**config.mk**
```make
export PLATFORM = sky130hd
export DESIGN_NAME = dtc_timer
export DESIGN_NICKNAME = d
export VERILOG_FILES = /design/src/hw/dtc_prescaler.v /design/src/hw/dtc_event_edge.v /design/src/hw/dtc_timer.v
export VERILOG_INCLUDE_DIRS = /design/src /design/src/hw
export SDC_FILE = /design/constraint.sdc
export NUM_CORES = 1
export LEC_CHECK = 0
export ABC_AREA = 1
export ABC_CLOCK_PERIOD_IN_PS = 1500
export BUFFER_PORTS_ARGS = -buffer_cell sky130_fd_sc_hd__buf_4
export CORE_MARGIN = 2
export CORE_UTILIZATION = 40
export DETAILED_ROUTE_END_ITERATION = 10
export PLACE_DENSITY = 0.63
export SLEW_MARGIN = 10
export SYNTH_ARGS = -nofsm -noshare
export SYNTH_HDL_FRONTEND = slang
export SYNTH_SLANG_ARGS = --single-unit
```
**constraint.sdc**
```tcl
create_clock -name sys_clk -period 1.5 [get_ports sys_clk]
set_input_delay 0.075 -clock sys_clk [delete_from_list [all_inputs] [get_ports sys_clk]]
set_output_delay 0.075 -clock sys_clk [all_outputs]
set_load 0.03 [all_outputs]
```
**src/hw/dtc_map.vh**
```
`ifndef DTC_MAP_VH
`define DTC_MAP_VH
// register selects on the 8-bit peripheral bus
`define DTC_SEL_CTRL        1'b0
`define DTC_SEL_STAT        1'b1
`define DTC_CTRL_RESET      8'h00
`define DTC_STAT_RESET      8'h00
`define DTC_CNT_RESET       8'h00
`define DTC_CMP_RESET       8'hFF
// control fields
`define DTC_UPPER_LEVEL_BIT 7
`define DTC_UPPER_CKS_HI    6
`define DTC_UPPER_CKS_LO    4
`define DTC_LOWER_LEVEL_BIT 3
`define DTC_LOWER_CKS_HI    2
`define DTC_LOWER_CKS_LO    0
// status fields
`define DTC_UOVF_BIT        7
`define DTC_UCMF_BIT        6
`define DTC_UOVIE_BIT       5
`define DTC_UCLR_BIT        4
`define DTC_LOVF_BIT        3
`define DTC_LCMF_BIT        2
`define DTC_LOVIE_BIT       1
`define DTC_LCLR_BIT        0
// clock select codes
`define DTC_CKS_DIV32       3'h4
`define DTC_CKS_DIV16       3'h5
`define DTC_CKS_DIV4        3'h6
`define DTC_CKS_SUB4        3'h7
// prescaler counter width
`define DTC_DIV_BITS        5
`endif

```
**src/hw/dtc_prescaler.v**
```verilog
`timescale 1ns/100ps
// free running divider giving one-cycle enables
module dtc_prescaler #(
  parameter WIDTH = 5
) (
  input  wire sys_clk,    // system clock
  input  wire rst_n,      // async reset, active low
  input  wire sub_tick,   // subclock tick, one cycle pulse
  output reg  en_div4,    // system clock / 4
  output reg  en_div16,   // system clock / 16
  output reg  en_div32,   // system clock / 32
  output reg  en_sub4     // subclock / 4
);
  reg [WIDTH-1:0] count;
  reg [1:0]       sub_count;

  always @(posedge sys_clk or negedge rst_n) begin
    if (!rst_n) begin
      count     <= {WIDTH{1'b0}};
      sub_count <= 2'h0;
      en_div4   <= 1'b0;
      en_div16  <= 1'b0;
      en_div32  <= 1'b0;
      en_sub4   <= 1'b0;
    end else begin
      count    <= count + 1'b1;
      en_div4  <= (count[1:0] == 2'h3);
      en_div16 <= (count[3:0] == 4'hF);
      en_div32 <= (count == {WIDTH{1'b1}});
      if (sub_tick) begin
        sub_count <= sub_count + 1'b1;
      end
      en_sub4 <= sub_tick && (sub_count == 2'h3);
    end
  end
endmodule // dtc_prescaler

```
**src/hw/dtc_event_edge.v**
```verilog
`timescale 1ns/100ps
// event pin edge detector with pin-function gating
module dtc_event_edge (
  input  wire sys_clk,        // system clock
  input  wire rst_n,          // async reset, active low
  input  wire event_input_pin, // external event level
  input  wire event_edge_select, // 1 rising, 0 falling
  input  wire event_pin_function_bit, // 1 pin is event input
  output wire event_pulse     // one-cycle count request
);
  reg pin_q;
  reg func_q;
  wire eff_now;
  wire eff_prev;

  // a non-event pin reads as high, so enabling it over a low pin looks like a fall
  assign eff_now  = event_pin_function_bit ? event_input_pin : 1'b1;
  assign eff_prev = func_q ? pin_q : 1'b1;

  always @(posedge sys_clk or negedge rst_n) begin
    if (!rst_n) begin
      pin_q  <= 1'b1;
      func_q <= 1'b0;
    end else begin
      pin_q  <= event_input_pin;
      func_q <= event_pin_function_bit;
    end
  end

  assign event_pulse = event_edge_select ? (eff_now & ~eff_prev) : (~eff_now & eff_prev); // RQ8
endmodule // dtc_event_edge

```
**src/hw/dtc_timer.v**
```verilog
`timescale 1ns/100ps
`include "dtc_map.vh"
//
// Contract
// RQ1: write-only control, resets zero: cascaded, events, low
// RQ2: control bit 7 sets upper pin immediately
// RQ3: control bit 3 sets lower pin immediately
// RQ4: upper codes 000/001 cascade; 010/011 forbidden
// RQ5: upper codes 1xx: divide 32,16,4, sub/4
// RQ6: lower codes 000/001 count chosen event edge
// RQ7: lower codes 1xx: divide 32,16,4, sub/4
// RQ8: enabling event pin while low may count
// RQ9: status register readable, writable, resets zero
// RQ10: bit 7 set on upper wrap
// RQ11: flags set only by hardware
// RQ12: clear flag: read one, then write zero
// RQ13: bit 6 set on upper match
// RQ14: bit 5 gates upper overflow request
// RQ15: bit 4 clears counter on match
// RQ16: bit 3 set on lower wrap
// RQ17: bit 2 set on lower match
// RQ18: bit 1 gates lower overflow request
// RQ19: bit 0 clears lower counter on match
// RQ20: cascaded mode: upper flag on 16-bit wrap
// RQ21: match toggles pin from written level
// RQ22: match signalled as counter leaves match value
// RQ23: zero write clears only after read-as-one
//
module dtc_timer #(
  parameter CW = 8
) (
  input  wire          sys_clk,             // system clock, 50 MHz
  input  wire          rst_n,               // async reset, active low
  input  wire          reg_sel,             // 0 control, 1 status
  input  wire          reg_wr,              // write strobe
  input  wire          reg_rd,              // read strobe
  input  wire [7:0]    reg_wdata,           // write data
  output reg  [7:0]    reg_rdata,           // read data
  input  wire [CW-1:0] upper_compare_value, // upper compare register
  input  wire [CW-1:0] lower_compare_value, // lower compare register
  input  wire          sub_tick,            // subclock tick pulse
  input  wire          event_input_pin,     // external event pin
  input  wire          event_edge_select,   // 1 rising edge
  input  wire          event_pin_function_bit, // pin works as event input
  output reg           upper_toggle_pin,    // upper toggle output
  output reg           lower_toggle_pin,    // lower toggle output
  output reg  [CW-1:0] upper_counter,       // upper counter value
  output reg  [CW-1:0] lower_counter,       // lower counter value
  output wire          upper_overflow_irq,  // gated upper overflow request
  output wire          lower_overflow_irq,  // gated lower overflow request
  output wire          upper_match_irq,     // upper match flag level
  output wire          lower_match_irq      // lower match flag level
);
  reg  [7:0] timer_clock_output_control;
  reg  [7:0] timer_flag_status_control;
  reg  [3:0] flag_armed;  // per flag: read as one since last set
  wire       en_div4;
  wire       en_div16;
  wire       en_div32;
  wire       en_sub4;
  wire       event_pulse;

  wire [2:0] upper_cks = timer_clock_output_control[`DTC_UPPER_CKS_HI:`DTC_UPPER_CKS_LO];
  wire [2:0] lower_cks = timer_clock_output_control[`DTC_LOWER_CKS_HI:`DTC_LOWER_CKS_LO];
  wire       split     = upper_cks[2]; // RQ4
  wire       upper_clear_on_match = timer_flag_status_control[`DTC_UCLR_BIT];
  wire       lower_clear_on_match = timer_flag_status_control[`DTC_LCLR_BIT];

  dtc_prescaler #(.WIDTH(`DTC_DIV_BITS)) u_pre (
    .sys_clk  (sys_clk),
    .rst_n    (rst_n),
    .sub_tick (sub_tick),
    .en_div4  (en_div4),
    .en_div16 (en_div16),
    .en_div32 (en_div32),
    .en_sub4  (en_sub4)
  );

  dtc_event_edge u_evt (
    .sys_clk                (sys_clk),
    .rst_n                  (rst_n),
    .event_input_pin        (event_input_pin),
    .event_edge_select      (event_edge_select),
    .event_pin_function_bit (event_pin_function_bit),
    .event_pulse            (event_pulse)
  );

  function clk_pick;
    input [2:0] cks;
    input       d4;
    input       d16;
    input       d32;
    input       s4;
    input       ext;
    begin
      case (cks)
        `DTC_CKS_DIV32: clk_pick = d32;
        `DTC_CKS_DIV16: clk_pick = d16;
        `DTC_CKS_DIV4:  clk_pick = d4;
        `DTC_CKS_SUB4:  clk_pick = s4;
        default:        clk_pick = ext;
      endcase
    end
  endfunction

  wire lower_tick = clk_pick(lower_cks, en_div4, en_div16, en_div32, en_sub4, event_pulse); // RQ6 RQ7
  wire upper_int  = clk_pick(upper_cks, en_div4, en_div16, en_div32, en_sub4, 1'b0);        // RQ5

  // match is signalled on the tick that moves the counter off the matching value
  wire lower_eq    = (lower_counter == lower_compare_value);
  wire upper_eq    = (upper_counter == upper_compare_value);
  wire lower_carry = lower_tick && (lower_counter == {CW{1'b1}});
  wire upper_tick  = split ? upper_int : lower_carry; // RQ4
  wire upper_carry = upper_tick && (upper_counter == {CW{1'b1}});

  wire match16     = !split && lower_tick && lower_eq && upper_eq;
  wire lower_match = split && lower_tick && lower_eq;  // RQ17 RQ22
  wire upper_match = split ? (upper_tick && upper_eq) : match16; // RQ13 RQ22
  wire lower_ovf   = lower_carry && !(split && lower_match && lower_clear_on_match); // RQ16
  wire upper_ovf   = upper_carry && !(upper_match && upper_clear_on_match); // RQ10 RQ20

  // counters
  always @(posedge sys_clk or negedge rst_n) begin
    if (!rst_n) begin
      lower_counter <= `DTC_CNT_RESET;
      upper_counter <= `DTC_CNT_RESET;
    end else begin
      if (!split && match16 && upper_clear_on_match) begin
        lower_counter <= {CW{1'b0}}; // RQ15
        upper_counter <= {CW{1'b0}}; // RQ15
      end else begin
        if (lower_match && lower_clear_on_match) begin
          lower_counter <= {CW{1'b0}}; // RQ19
        end else if (lower_tick) begin
          lower_counter <= lower_counter + 1'b1;
        end
        if (split && upper_match && upper_clear_on_match) begin
          upper_counter <= {CW{1'b0}}; // RQ15
        end else if (upper_tick) begin
          upper_counter <= upper_counter + 1'b1;
        end
      end
    end
  end

  // control register and toggle pins
  wire ctrl_wr = reg_wr && (reg_sel == `DTC_SEL_CTRL);
  always @(posedge sys_clk or negedge rst_n) begin
    if (!rst_n) begin
      timer_clock_output_control <= `DTC_CTRL_RESET; // RQ1
      upper_toggle_pin           <= 1'b0;
      lower_toggle_pin           <= 1'b0;
    end else begin
      if (ctrl_wr) begin
        timer_clock_output_control <= reg_wdata;
        upper_toggle_pin <= reg_wdata[`DTC_UPPER_LEVEL_BIT]; // RQ2
        lower_toggle_pin <= reg_wdata[`DTC_LOWER_LEVEL_BIT]; // RQ3
      end else begin
        if (upper_match) begin
          upper_toggle_pin <= ~upper_toggle_pin; // RQ21
        end
        if (lower_match) begin
          lower_toggle_pin <= ~lower_toggle_pin; // RQ21
        end
      end
    end
  end

  // status register: flags 7,6,3,2 and controls 5,4,1,0
  wire       stat_wr  = reg_wr && (reg_sel == `DTC_SEL_STAT);
  wire       stat_rd  = reg_rd && (reg_sel == `DTC_SEL_STAT);
  wire [3:0] flag_set = {upper_ovf, upper_match, lower_ovf, lower_match};
  wire [3:0] flag_cur = {timer_flag_status_control[`DTC_UOVF_BIT], timer_flag_status_control[`DTC_UCMF_BIT],
                         timer_flag_status_control[`DTC_LOVF_BIT], timer_flag_status_control[`DTC_LCMF_BIT]};
  wire [3:0] flag_wd  = {reg_wdata[`DTC_UOVF_BIT], reg_wdata[`DTC_UCMF_BIT],
                         reg_wdata[`DTC_LOVF_BIT], reg_wdata[`DTC_LCMF_BIT]};
  // a one write leaves the flag alone; set beats clear
  wire [3:0] flag_clr = (stat_wr ? (~flag_wd & flag_armed) : 4'h0);  // RQ11 RQ12 RQ23
  wire [3:0] next_flag = flag_set | (flag_cur & ~flag_clr);          // RQ11

  always @(posedge sys_clk or negedge rst_n) begin
    if (!rst_n) begin
      timer_flag_status_control <= `DTC_STAT_RESET; // RQ9
      flag_armed                <= 4'h0;
    end else begin
      timer_flag_status_control[`DTC_UOVF_BIT] <= next_flag[3];
      timer_flag_status_control[`DTC_UCMF_BIT] <= next_flag[2];
      timer_flag_status_control[`DTC_LOVF_BIT] <= next_flag[1];
      timer_flag_status_control[`DTC_LCMF_BIT] <= next_flag[0];
      if (stat_wr) begin
        timer_flag_status_control[`DTC_UOVIE_BIT] <= reg_wdata[`DTC_UOVIE_BIT];
        timer_flag_status_control[`DTC_UCLR_BIT]  <= reg_wdata[`DTC_UCLR_BIT];
        timer_flag_status_control[`DTC_LOVIE_BIT] <= reg_wdata[`DTC_LOVIE_BIT];
        timer_flag_status_control[`DTC_LCLR_BIT]  <= reg_wdata[`DTC_LCLR_BIT];
      end
      // arming: read-as-one arms; a new set or a clear disarms
      flag_armed <= ((flag_armed | (stat_rd ? flag_cur : 4'h0)) & ~flag_set & ~flag_clr); // RQ23
    end
  end

  // read data; control register reads as zero
  always @(posedge sys_clk or negedge rst_n) begin
    if (!rst_n) begin
      reg_rdata <= 8'h00;
    end else if (reg_rd) begin
      reg_rdata <= (reg_sel == `DTC_SEL_STAT) ? timer_flag_status_control : 8'h00; // RQ1
    end
  end

  assign upper_overflow_irq = timer_flag_status_control[`DTC_UOVF_BIT] &
                              timer_flag_status_control[`DTC_UOVIE_BIT]; // RQ14
  assign lower_overflow_irq = timer_flag_status_control[`DTC_LOVF_BIT] &
                              timer_flag_status_control[`DTC_LOVIE_BIT]; // RQ18
  assign upper_match_irq    = timer_flag_status_control[`DTC_UCMF_BIT];
  assign lower_match_irq    = timer_flag_status_control[`DTC_LCMF_BIT];
endmodule // dtc_timer

```
; ---- Yosys cells after proc, flatten, opt, wreduce, memory -nomap -nowiden
; Cells that the tools add are included.
[op_classes]
reduce_logical = 29
n_bitwise = 18
addsub = 4
n_mux = 20
n_eq_ne = 16
[op_table]
columns = cell, n
row1 = $mux 8, 7
row2 = $eq 3x3->1 const B, 8
row3 = $logic_and 1x1->1, 22
row4 = $add 8x1->8 const B, 2
row5 = $and 4x4->4, 4
row6 = $eq 8x8->1, 2
row7 = $eq 8x8->1 const B, 2
row8 = $not 4->4, 3
row9 = $mux 1, 9
row10 = $mux 4, 2
row11 = $or 4x4->4, 2
row12 = $pmux 1 s4, 2
row13 = $reduce_bool 3->1, 2
row14 = $add 5x1->5 const B, 1
row15 = $eq 5x5->1 const B, 1
row16 = $not 1->1, 5
row17 = $and 1x1->1, 4
row18 = $eq 2x2->1 const B, 2
row19 = $eq 4x4->1 const B, 1
row20 = $reduce_bool 2->1, 2
row21 = $logic_not 1->1, 3
row22 = $add 2x1->2 const B, 1
[totals]
inputBits = 33
wordCells = 104
register_bits = 58

; ---- Depth between registers and ports, before layout
; Gate-level depths: netlist (run 1).
[logic_depth]
depth_word = 15
ltp_mapped = 14
mapped_depth_nobuf = 13

; ---- Cells and area by module
; From an unflattened synthesis (run 1), not the netlist that was laid out.
[hier_totals]
cells_unflattened = 348
hier_area_um2 = 2914.0
[by_module_without_submodules]
columns = module, n_inst, cells_each, area_each_um2
row1 = dtc_timer, 1, 305, 2428.6
row2 = dtc_prescaler, 1, 29, 384.1
row3 = dtc_event_edge, 1, 14, 101.3

; ---- Worst setup path after synthesis (run 1)
; OpenSTA, ideal clock, no wires.
[synth_timing]
path_type = flip-flop to flip-flop
from = register lower_counter[6]
to = register upper_counter[6]
period_less_slack_ns = 1.637
setup_slack_ns = -0.137
stages_incl_launch_ff = 11
setup_ns = 0.118
t_arrival_ns = 1.519
t_required_ns = 1.382
path_cell_list = dfrtp_1 > inv_1 > nand2_1 > nand2_1 > nor2_1 > nand2_1 > nor2_4 > nand4_1 > buf_6 > nand3_1 > nand2_1
[synth_via]
elab_chain_len = 9
word_cells_on_any_way = 15
cone_classes = 2 x eq/ne / 4 x mux / 9 x reduce/logical
[synth_lines]
columns = item, line_no
row1 = start: declaration, dtc_timer.v:48  ; output reg [CW-1:0] lower_counter,
row2 = start signal: assignment, dtc_timer.v:125  ; lower_counter <= `DTC_CNT_RESET;
row3 = start signal: assignment, dtc_timer.v:129  ; lower_counter <= {CW{1'b0}};
row4 = start signal: assignment, dtc_timer.v:133  ; lower_counter <= {CW{1'b0}};
row5 = $eq 8x8->1, dtc_timer.v:112  ; wire lower_carry = lower_tick && (lower_counter == {CW{1'b1}});
row6 = $logic_and 1x1->1, dtc_timer.v:112
row7 = $mux 1, dtc_timer.v:113  ; wire upper_tick = split ? upper_int : lower_carry;
row8 = $logic_and 1x1->1, dtc_timer.v:118  ; wire upper_match = split ? (upper_tick && upper_eq) : match16;
row9 = $mux 1, dtc_timer.v:118
row10 = $logic_and 1x1->1 (2 in a row), dtc_timer.v:137  ; if (split && upper_match && upper_clear_on_match) begin
row11 = $mux 8, dtc_timer.v:137
row12 = $mux 8, dtc_timer.v:128  ; if (!split && match16 && upper_clear_on_match) begin
row13 = end signal: assignment, dtc_timer.v:130  ; upper_counter <= {CW{1'b0}};
row14 = end signal: assignment, dtc_timer.v:138  ; upper_counter <= {CW{1'b0}};
row15 = end signal: assignment, dtc_timer.v:140  ; upper_counter <= upper_counter + 1'b1;
row16 = end: declaration, dtc_timer.v:47  ; output reg [CW-1:0] upper_counter,
; Several ways; a longest one is shown, not always the timed one.
; A chain may end at the register's enable or synchronous reset.

; ---- Final worst setup path (run 1)
[layout_timing]
from = register u_evt.pin_q
to = register upper_counter[0]
[layout_via]
elab_chain_len = 13
word_cells_on_any_way = 20
cone_classes = 7 x mux / 3 x bitwise / 10 x reduce/logical
[layout_lines]
columns = item, line_no
row1 = start: declaration, dtc_event_edge.v:11  ; reg pin_q;
row2 = start signal: assignment, dtc_event_edge.v:25  ; pin_q <= event_input_pin;
row3 = $mux 1 (*), dtc_event_edge.v:18  ; assign eff_prev = func_q ? pin_q : 1'b1;
row4 = $not 1->1, dtc_event_edge.v:30  ; assign event_pulse = event_edge_select ? (eff_now & ~eff_prev) : (~eff_now & eff_prev);
row5 = $and 1x1->1, dtc_event_edge.v:30
row6 = $mux 1 (*), dtc_event_edge.v:30
row7 = $pmux 1 s4 (*), dtc_timer.v:96  ; case (cks)
row8 = "$logic_and 1x1->1, on equally long branches", "dtc_timer.v:112, dtc_timer.v:116"
row9 = $mux 1 / $logic_and 1x1->1 (equally long branches), "dtc_timer.v:113, dtc_timer.v:116"
row10 = "$logic_and 1x1->1, on equally long branches", "dtc_timer.v:118, dtc_timer.v:116"
row11 = $mux 1, dtc_timer.v:118
row12 = $logic_and 1x1->1 (2 in a row), dtc_timer.v:137
row13 = $mux 8, dtc_timer.v:137
row14 = $mux 8, dtc_timer.v:128
; Every way passes the cells marked *; elsewhere a longest branch is shown, timed or not.

==> impl_metrics.xml, run 1 <==
<?xml version="1.0" encoding="UTF-8"?>
<metrics>
  <group name="status">
    <metric name="outcome" unit="">complete, but fails checks</metric>
    <metric name="violations" unit="">setup timing</metric>
  </group>
  <group name="worst_setup_path">
    <metric name="cp_num_buf_inv" unit="">3</metric>
    <metric name="cpLargestDelayFamily" unit="">simple AND/OR/NAND/NOR gates</metric>
    <metric name="critical_path_arrival" unit="ps">1880</metric>
    <metric name="critPathCaptureType" unit="">flip-flop</metric>
    <metric name="timing.critical_path.slowest_stage_cell" unit="">dfstp_2</metric>
    <metric name="setup.worst_path.start" unit="">u_evt.pin_q$_DFF_PN1_</metric>
    <metric name="critical_path.cell_chain" unit="">inv_2, nand2_2, nor2_1, nor2_1, nand2_1, nand2_4, inv_2, nor2_2, nand4_1, buf_6, nand3_1, nand2_1</metric>
    <metric name="required_time_reported_for_the_critical_path_endpoint" unit="ps">1720</metric>
    <metric name="critical_path.startpoint_type" unit="">flip-flop</metric>
    <metric name="critical-path-max-stage-delay" unit="ps">530</metric>
    <metric name="start_of_the_worst_register_to_register_path" unit="">u_evt.pin_q$_DFF_PN1_</metric>
    <metric name="setup.worst_path.class" unit="">reg -&gt; reg</metric>
    <metric name="critical_path_peak_fanout" unit="">6</metric>
  </group>
  <group name="pwr">
    <metric name="design_power_total" unit="mW">6.40</metric>
    <metric name="total_leakage_power" unit="nW">2.29</metric>
    <metric name="power_density" unit="mW/mm2">1440</metric>
    <metric name="ir_worst_vdd" unit="mV">0.712</metric>
  </group>
  <group name="clock_tree">
    <metric name="clkLatencyLatePin" unit="ps">330</metric>
    <metric name="clk_pin_slew" unit="ps">70</metric>
    <metric name="clock_tree.htree_level_count" unit="">3</metric>
    <metric name="tritoncts" unit="">done</metric>
    <metric name="clock_path_buffers" unit="">2</metric>
    <metric name="tritoncts_num_sinks" unit="">57</metric>
    <metric name="clk_root_buffer_cell" unit="">clkbuf_8</metric>
    <metric name="cts-buffers-inserted" unit="">9</metric>
  </group>
  <group name="floorplanning">
    <metric name="chipWidth" unit="um">89.5</metric>
    <metric name="fp-row-count" unit="">31</metric>
    <metric name="floorplan.initialDensity" unit="%">40.7</metric>
    <metric name="dieArea" unit="mm2">0.00801</metric>
    <metric name="io-pin-count" unit="">63</metric>
    <metric name="dieHeight" unit="um">89.5</metric>
    <metric name="area_of_the_placeable_core" unit="mm2">0.00718</metric>
  </group>
  <group name="hold_path">
    <metric name="hold_start" unit="">reg_wdata[3]</metric>
    <metric name="worst_hold_path_type" unit="">in -&gt; reg</metric>
  </group>
  <group name="drt">
    <metric name="final_antenna_net_count" unit="">0</metric>
    <metric name="wire_per_inst" unit="um">12.0</metric>
    <metric name="firstDrtPassIters" unit="">4</metric>
    <metric name="vias_per_cell" unit="">4.66</metric>
    <metric name="vias" unit="">2822</metric>
    <metric name="detail_route.drc_violations" unit="">0</metric>
    <metric name="dr.first_iter.drc_count" unit="">134</metric>
    <metric name="routed_wirelength" unit="um">7290</metric>
  </group>
  <group name="synth">
    <metric name="sequential_fraction_of_the_synthesis_area" unit="%">48.8</metric>
    <metric name="number_of_enable_flip_flop_cells_after_synthesis" unit="">0</metric>
    <metric name="synth_cell_types" unit="">26</metric>
    <metric name="synth.yosys.warnings" unit="">0</metric>
    <metric name="netlist_top_cells_area" unit="">dfrtp_1, nand2_1, inv_1, nand3_1, nor2_1</metric>
    <metric name="yosysTopAreaCell" unit="">dfrtp_1</metric>
    <metric name="mappedNetlistArea" unit="mm2">0.00292</metric>
    <metric name="ys_dominant_reg_cell" unit="">dfrtp_1</metric>
    <metric name="postSynthRegisterBits" unit="">57</metric>
    <metric name="synthesis.nets" unit="">411</metric>
    <metric name="synth_top_area_share" unit="%">47.9</metric>
    <metric name="syn_inst" unit="">373</metric>
    <metric name="async_reset_ff_share" unit="%">100</metric>
    <metric name="avg_inst_size_synth" unit="um2">7.84</metric>
  </group>
  <group name="sta">
    <metric name="relSlewSlack" unit="%">68.7</metric>
    <metric name="crit_share_post_route" unit="%">111</metric>
    <metric name="final.min_clock_period" unit="ps">1660</metric>
    <metric name="final_number_of_setup_violating_endpoints" unit="">23</metric>
    <metric name="fmaxAchievable" unit="MHz">603</metric>
    <metric name="worst_clock_skew" unit="ps">6.50</metric>
    <metric name="post-route-worst-setup-slack" unit="ps">-158</metric>
    <metric name="timing_worst_slew_pin_value" unit="ps">465</metric>
    <metric name="grt_setup_unrepaired" unit="">true</metric>
    <metric name="report.final.slew_viol_count" unit="">0</metric>
    <metric name="timing_hold_violations_final" unit="">0</metric>
  </group>
  <group name="cells_and_area">
    <metric name="post_route_cells_drive_above_1_share" unit="%">36.1</metric>
    <metric name="num_antenna_cells" unit="">0</metric>
    <metric name="areaGrowthSynthToFinish" unit="%">52.5</metric>
    <metric name="final_nets" unit="">540</metric>
    <metric name="final_std_cell_area_no_fill" unit="mm2">0.00446</metric>
    <metric name="instances_no_fill" unit="">606</metric>
    <metric name="final_util" unit="%">62.1</metric>
  </group>
  <group name="global_route">
    <metric name="global_route_wire_length_before_repair" unit="um">11500</metric>
    <metric name="remaining_global_route_overflow" unit="">0</metric>
    <metric name="grt_antenna_before_repair" unit="">0</metric>
    <metric name="maximum_number_of_pins_on_one_net_before_global_route_repair" unit="">38</metric>
    <metric name="number_of_global_route_vias_before_repair" unit="">2563</metric>
    <metric name="track_usage" unit="%">18.9</metric>
  </group>
  <group name="placement">
    <metric name="detailedPlacementHpwl" unit="um">5200</metric>
    <metric name="routabilityCongestion" unit="">0.789</metric>
    <metric name="numPortBuffers" unit="">62</metric>
    <metric name="placedCellCount" unit="">570</metric>
    <metric name="placedInstanceArea" unit="mm2">0.00382</metric>
  </group>
  <group name="run">
    <metric name="maxCapViolations" unit="">0</metric>
  </group>
</metrics>
[sequential cells by signal (all words and copies together) (netlist names), 2 cells and up]
| register | cells |
|---|---|
| u_pre.sub_count | 2 |
| reg_rdata | 8 |
| u_pre.count | 5 |
| flag_armed | 4 |
| timer_clock_output_control | 6 |
| lower_counter | 8 |
| upper_counter | 8 |
| timer_flag_status_control | 8 |
[placed cells by master, fill, tap and decap left out, types with 7 or more instances in the layout]
cell           Yosys  final
clkbuf_8           0     11
o21ai_0           16     16
dfrtp_1           56     40
dlygate4sd3_1      0     12
nand4_1            7      7
nand2_1          103     97
inv_1             61     54
inv_2              0      7
nand3_2            2     14
nor2_1            40     37
buf_4              1    103
nand3_1           31     16
nor3_1             9      8
xor2_1            17     17
buf_6              1      7
dfrtp_2            0     16
[cells in the mapped netlist, types with 2 or more instances]
cell / number
a21oi_1: 5
clkbuf_1: 2
dfrtp_1: 56
ha_1: 5
inv_1: 61
nand2_1: 103
nand3_1: 31
nand3_2: 2
nand4_1: 7
nor2_1: 40
nor2_4: 2
nor3_1: 9
nor4_1: 2
o21ai_0: 16
o22ai_1: 5
xor2_1: 17
[metal layers]
metal  part of all wire [%]  wire length, um  vias up  track usage, %
met5                      0                0        -               0
met4                   0.82               60        0            4.48
met3                    3.9              283        9            5.26
met2                     50             3620       71            31.2
met1                     46             3330     1317            24.9
li1                       -                -     1425               -
[logic make-up (layout without fill, tap and decap cells)]
| family | Yosys count | count (layout) | synth area share [%] |
|---|---|---|---|
| AND/OR/NAND/NOR | 198 | 198 | 29.1 |
| flip-flops | 57 | 57 | 48.8 |
| AO/OA/AOI/OAI | 28 | 28 | 5.22 |
| adder cells (fa/ha/maj) | 5 | 5 | 2.14 |
| multiplexers | 1 | 1 | 0.385 |
| buffers and inverters | 66 | 200 | 8.90 |
| XOR/XNOR | 18 | 18 | 5.39 |
[layout make-up]
type / count / area, um2
clock inverter: 5 / 125
sequential: 57 / 1450
timing repair buffer: 123 / 992
inverter: 61 / 229
multi-input combinational: 250 / 1390
clock buffer: 11 / 151
tap: 99 / 124
fill: 624 / 2720
[path summary, 6_finish.rpt]
kind / endpoint / slack [ps] / depth (start not counted)
min: lower_toggle_pin$_DFFE_PN0P_ / 30 / 3
max reg2reg: upper_counter[0]$_DFFE_PN0P_ / -160 / 12
min reg2reg: u_pre.count[0]$_DFF_PN0_ / 440 / 1
min in group asynchronous: lower_counter[2]$_DFFE_PN0P_ / 180 / 2
max: upper_counter[0]$_DFFE_PN0P_ / -160 / 12
max in group asynchronous: u_evt.pin_q$_DFF_PN1_ / 770 / 3
[power breakdown]
part	internal, mW	leakage [nW]	total, mW	switching, mW
Clock	1.36	0.140	1.99	0.630
Combinational	1.05	1.44	2.31	1.26
Sequential	1.86	0.707	2.10	0.239
[worst reg2reg max path, cell delays in order (launching register included)]
cell and delay (ps):
dfstp_2 530, inv_2 30, nand2_2 50, nor2_1 40, nor2_1 80, nand2_1 90
nand2_4 110, inv_2 50, nor2_2 80, nand4_1 180, buf_6 200, nand3_1 80
nand2_1 50
[stage by stage]
stage | worst slack [ps] | setup TNS, ps | hold slack, ps
CTS | -135 | -2170 | 12.8
finish | -158 | -2120 | 28.0
global route | -271 | -4970 | 39.3
detailed placement | -190 | -2330 | -7.91
global placement | -210 | -1840 | -12.2
floorplan | -9.99 | -42.8 | -221
[timing repair]
item | in CTS | in global routing
hold buffers | 12 | 0
endpoints found under the hold margin | 71 | 0
pin swaps | 14 | 14
gates resized for setup | 26 | 18
endpoints found under the setup margin | 23 | 26
buffers inserted | 3 | 4
gates cloned | 0 | 1
(Power assumes the default switching activity.)
==> inputs of run 2 (changes only) <==
--- a/config.mk
+++ b/config.mk
@@ -10,10 +10,11 @@
 export ABC_CLOCK_PERIOD_IN_PS = 1500
 export BUFFER_PORTS_ARGS = -buffer_cell sky130_fd_sc_hd__buf_4
 export CORE_MARGIN = 2
-export CORE_UTILIZATION = 40
+export CORE_UTILIZATION = 35
 export DETAILED_ROUTE_END_ITERATION = 10
-export PLACE_DENSITY = 0.63
+export PLACE_DENSITY = 0.56
 export SLEW_MARGIN = 10
 export SYNTH_ARGS = -nofsm -noshare
 export SYNTH_HDL_FRONTEND = slang
+export SYNTH_HIERARCHICAL = 1
 export SYNTH_SLANG_ARGS = --single-unit
==> run 2 against run 1 <==
The run ends with hold timing, setup timing left. Combinational power down 7%. Setup slack worse by 40 ps. Highest routed layer unchanged. Sequential cell count stayed put. Die area grew 13%. Non-clock buffer count fell by 8. Area after synthesis fell by 0.30%. Clock power down 29%. Cell area down 3.1%. Critical endpoint is now upper_counter[2]$_DFFE_PN0P_. Clock skew is 4.4 ps higher. Sequential share of layout area rose by 1.0 points.
==> impl_metrics.xml, run 2 <==
<?xml version="1.0" encoding="UTF-8"?>
<metrics>
  <group name="drt">
    <metric name="vias" unit="">2661</metric>
    <metric name="detail_route.drc_violations" unit="">0</metric>
    <metric name="dr.first_iter.drc_count" unit="">84</metric>
    <metric name="vias_per_cell" unit="">4.58</metric>
    <metric name="final_antenna_net_count" unit="">0</metric>
    <metric name="routed_wirelength" unit="um">7210</metric>
    <metric name="firstDrtPassIters" unit="">4</metric>
    <metric name="wire_per_inst" unit="um">12.4</metric>
  </group>
  <group name="global_route">
    <metric name="global_route_wire_length_before_repair" unit="um">12100</metric>
    <metric name="remaining_global_route_overflow" unit="">0</metric>
    <metric name="track_usage" unit="%">17.2</metric>
    <metric name="grt_antenna_before_repair" unit="">0</metric>
    <metric name="number_of_global_route_vias_before_repair" unit="">2551</metric>
    <metric name="maximum_number_of_pins_on_one_net_before_global_route_repair" unit="">30</metric>
  </group>
  <group name="floorplanning">
    <metric name="area_of_the_placeable_core" unit="mm2">0.00813</metric>
    <metric name="floorplan.initialDensity" unit="%">35.8</metric>
    <metric name="fp-row-count" unit="">33</metric>
    <metric name="dieArea" unit="mm2">0.00907</metric>
    <metric name="io-pin-count" unit="">63</metric>
    <metric name="dieHeight" unit="um">95.2</metric>
    <metric name="chipWidth" unit="um">95.2</metric>
  </group>
  <group name="hold_path">
    <metric name="worst_hold_path_type" unit="">in -&gt; reg</metric>
    <metric name="timing.hold.worst_endpoint" unit="">u_evt/pin_q$_DFF_PN1_</metric>
    <metric name="holdPathStages" unit="">1</metric>
    <metric name="hold_start" unit="">event_input_pin</metric>
  </group>
  <group name="worst_setup_path">
    <metric name="setup.worst_path.class" unit="">reg -&gt; reg</metric>
    <metric name="critical_path_arrival" unit="ps">1920</metric>
    <metric name="worst-r2r-cell-count" unit="">11</metric>
    <metric name="critical_path.startpoint_type" unit="">flip-flop</metric>
    <metric name="required_time_reported_for_the_critical_path_endpoint" unit="ps">1720</metric>
    <metric name="timing.reg2reg.setup_slack" unit="ps">-200</metric>
    <metric name="critPathCaptureType" unit="">flip-flop</metric>
    <metric name="critical_path_peak_fanout" unit="">7</metric>
    <metric name="timing.rr.end" unit="">upper_counter[2]$_DFFE_PN0P_</metric>
    <metric name="start_of_the_worst_register_to_register_path" unit="">u_evt/pin_q$_DFF_PN1_</metric>
  </group>
  <group name="synth">
    <metric name="ys_top_cells_by_count" unit="">nand2_1, dfrtp_1, inv_1</metric>
    <metric name="ys_dominant_reg_cell" unit="">dfrtp_1</metric>
    <metric name="synth_cell_types" unit="">32</metric>
    <metric name="syn_inst" unit="">348</metric>
    <metric name="yosysTopAreaCell" unit="">dfrtp_1</metric>
    <metric name="synth.yosys.warnings" unit="">6</metric>
    <metric name="sequential_fraction_of_the_synthesis_area" unit="%">49.0</metric>
    <metric name="postSynthRegisterBits" unit="">57</metric>
    <metric name="synthesis.nets" unit="">386</metric>
    <metric name="synth_top_area_share" unit="%">48.1</metric>
    <metric name="number_of_enable_flip_flop_cells_after_synthesis" unit="">0</metric>
    <metric name="avg_inst_size_synth" unit="um2">8.37</metric>
    <metric name="top_count_cell_post_synth" unit="">nand2_1</metric>
    <metric name="async_reset_ff_share" unit="%">100</metric>
    <metric name="mappedNetlistArea" unit="mm2">0.00291</metric>
    <metric name="netlist_top_cells_area" unit="">dfrtp_1, nand2_1, inv_1, xnor2_1, nand3_1</metric>
  </group>
  <group name="cells_and_area">
    <metric name="final_common_cell" unit="">buf_4</metric>
    <metric name="count_of_fill_cells_added_during_filler_insertion" unit="">758</metric>
    <metric name="num_antenna_cells" unit="">0</metric>
    <metric name="areaGrowthSynthToFinish" unit="%">48.3</metric>
    <metric name="post_route_cells_drive_above_1_share" unit="%">38.7</metric>
    <metric name="final_nets" unit="">509</metric>
    <metric name="final_cell_mix" unit="">buf_4, nand2_1, inv_1, dfrtp_1, nor2_1</metric>
    <metric name="instances_no_fill" unit="">581</metric>
  </group>
  <group name="placement">
    <metric name="routabilityCongestion" unit="">0.819</metric>
    <metric name="dpl_worst_slack" unit="ps">-206</metric>
    <metric name="numPortBuffers" unit="">62</metric>
    <metric name="placedCellCount" unit="">547</metric>
    <metric name="detailedPlacementHpwl" unit="um">5200</metric>
  </group>
  <group name="sta">
    <metric name="relSlewSlack" unit="%">72.5</metric>
    <metric name="timing_hold_violations_final" unit="">1</metric>
    <metric name="finalHoldWorstSlack" unit="ps">-135</metric>
    <metric name="final_number_of_setup_violating_endpoints" unit="">24</metric>
    <metric name="timing_worst_slew_pin_value" unit="ps">412</metric>
    <metric name="final.min_clock_period" unit="ps">1700</metric>
    <metric name="post-route-worst-setup-slack" unit="ps">-198</metric>
    <metric name="report.final.slew_viol_count" unit="">0</metric>
    <metric name="crit_share_post_route" unit="%">113</metric>
    <metric name="grt_setup_unrepaired" unit="">true</metric>
    <metric name="worst_clock_skew" unit="ps">10.9</metric>
    <metric name="fmaxAchievable" unit="MHz">589</metric>
  </group>
  <group name="status">
    <metric name="outcome" unit="">complete, but fails checks</metric>
    <metric name="violations" unit="">hold timing, setup timing</metric>
  </group>
  <group name="pwr">
    <metric name="ir_worst_vdd" unit="mV">0.604</metric>
    <metric name="total_leakage_power" unit="nW">2.17</metric>
    <metric name="power_density" unit="mW/mm2">1310</metric>
    <metric name="design_power_total" unit="mW">5.67</metric>
  </group>
  <group name="clock_tree">
    <metric name="tritoncts" unit="">done</metric>
    <metric name="clock_tree.htree_level_count" unit="">3</metric>
    <metric name="clock_path_buffers" unit="">2</metric>
    <metric name="cts-buffers-inserted" unit="">9</metric>
    <metric name="tritoncts_num_sinks" unit="">57</metric>
    <metric name="clkLatencyLatePin" unit="ps">330</metric>
    <metric name="clk_root_buffer_cell" unit="">clkbuf_8</metric>
    <metric name="post_cts_hold_buffer_count" unit="">9</metric>
    <metric name="clk_pin_slew" unit="ps">70</metric>
  </group>
  <group name="run">
    <metric name="maxCapViolations" unit="">0</metric>
  </group>
</metrics>
## run 2: cell count changes in the layout (fill, tap and decap cells not counted), sizes merged, moves of 8 or more
cell,before,now
nor2,42,28
nand2,103,90
xnor2,1,14
nand3,33,24
o21ai,17,25
xor2,17,9
## run 2: final cells by class
cell class / instances / area (um2) / area share, %
sequential: 57 / 1450 / 33.5
multi-input combinational: 234 / 1430 / 33.1
timing repair buffer: 115 / 907 / 21.0
inverter: 54 / 210 / 4.87
tap: 105 / 131 / 3.04
clock buffer: 10 / 128 / 2.95
clock inverter: 6 / 67.6 / 1.56
## run 2: worst max path at each step
stage	slack, ps	depth (start not counted)	endpoint	startpoint
final	-200	11	upper_counter[2]$_DFFE_PN0P_	u_evt/pin_q$_DFF_PN1_
after global routing	-310	12	timer_flag_status_control[7]$_DFF_PN0_	u_evt/pin_q$_DFF_PN1_
after CTS	-190	11	flag_armed[3]$_DFF_PN0_	u_evt/pin_q$_DFF_PN1_
after detailed placement	-210	11	flag_armed[3]$_DFF_PN0_	u_evt/pin_q$_DFF_PN1_
after global placement	-160	11	upper_counter[2]$_DFFE_PN0P_	u_evt/pin_q$_DFF_PN1_
after floorplan	-110	11	upper_counter[2]$_DFFE_PN0P_	u_evt/pin_q$_DFF_PN1_
## run 2: per-stage QoR
stage	setup TNS [ps]	cell area, um2	utilization [%]
after global routing	-5850	4320	53.1
final	-3350	4320	53.1
after CTS	-3310	4210	51.7
after global placement	-2590	3800	46.7
after floorplan	-891	2940	-
after detailed placement	-3160	3800	46.7
## run 2: power by group
part / leakage, nW / switching [mW] / internal, mW
Clock: 0.0929 / 0.643 / 0.772
Combinational: 1.37 / 1.15 / 0.993
Sequential: 0.709 / 0.251 / 1.86
Total: 2.17 / 2.05 / 3.62
## run 2: timing repair
action                                  in CTS  in global routing
gates cloned                                 2                  0
buffers inserted                             4                  3
gates resized for setup                     18                 25
endpoints found under the setup margin      26                 26
endpoints found under the hold margin       43                  1
pin swaps                                   14                 11
## run 2: logic make-up (layout without fill, tap and decap cells)
group | Yosys count | in the layout | share of synthesized area (%)
buf+inv | 58 | 185 | 7.60
fa+ha+maj | 5 | 5 | 2.15
xor+xnor | 23 | 23 | 6.91
compound gates | 43 | 43 | 8.50
simple gates | 162 | 163 | 25.8
flops | 57 | 57 | 49.0
## run 2: layer usage
layer	routed length (um)	global-route usage (%)	vias to the layer above	share of wire, %
met5	0	0	-	0
met4	108	6.52	0	1.5
met3	263	2.77	11	3.6
met2	3490	27.3	52	48
met1	3340	23.6	1245	46
li1	-	-	1353	-
## run 2: worst max-delay path, cell delays in order, from the launching register on
cell	delay, ps
dfstp_2	540
inv_1	40
nand2_1	50
nand3_1	70
nand2_1	60
or2_4	120
a21boi_4	230
nand3_4	140
nand2_4	140
inv_6	60
o21ai_2	100
nor2_1	40
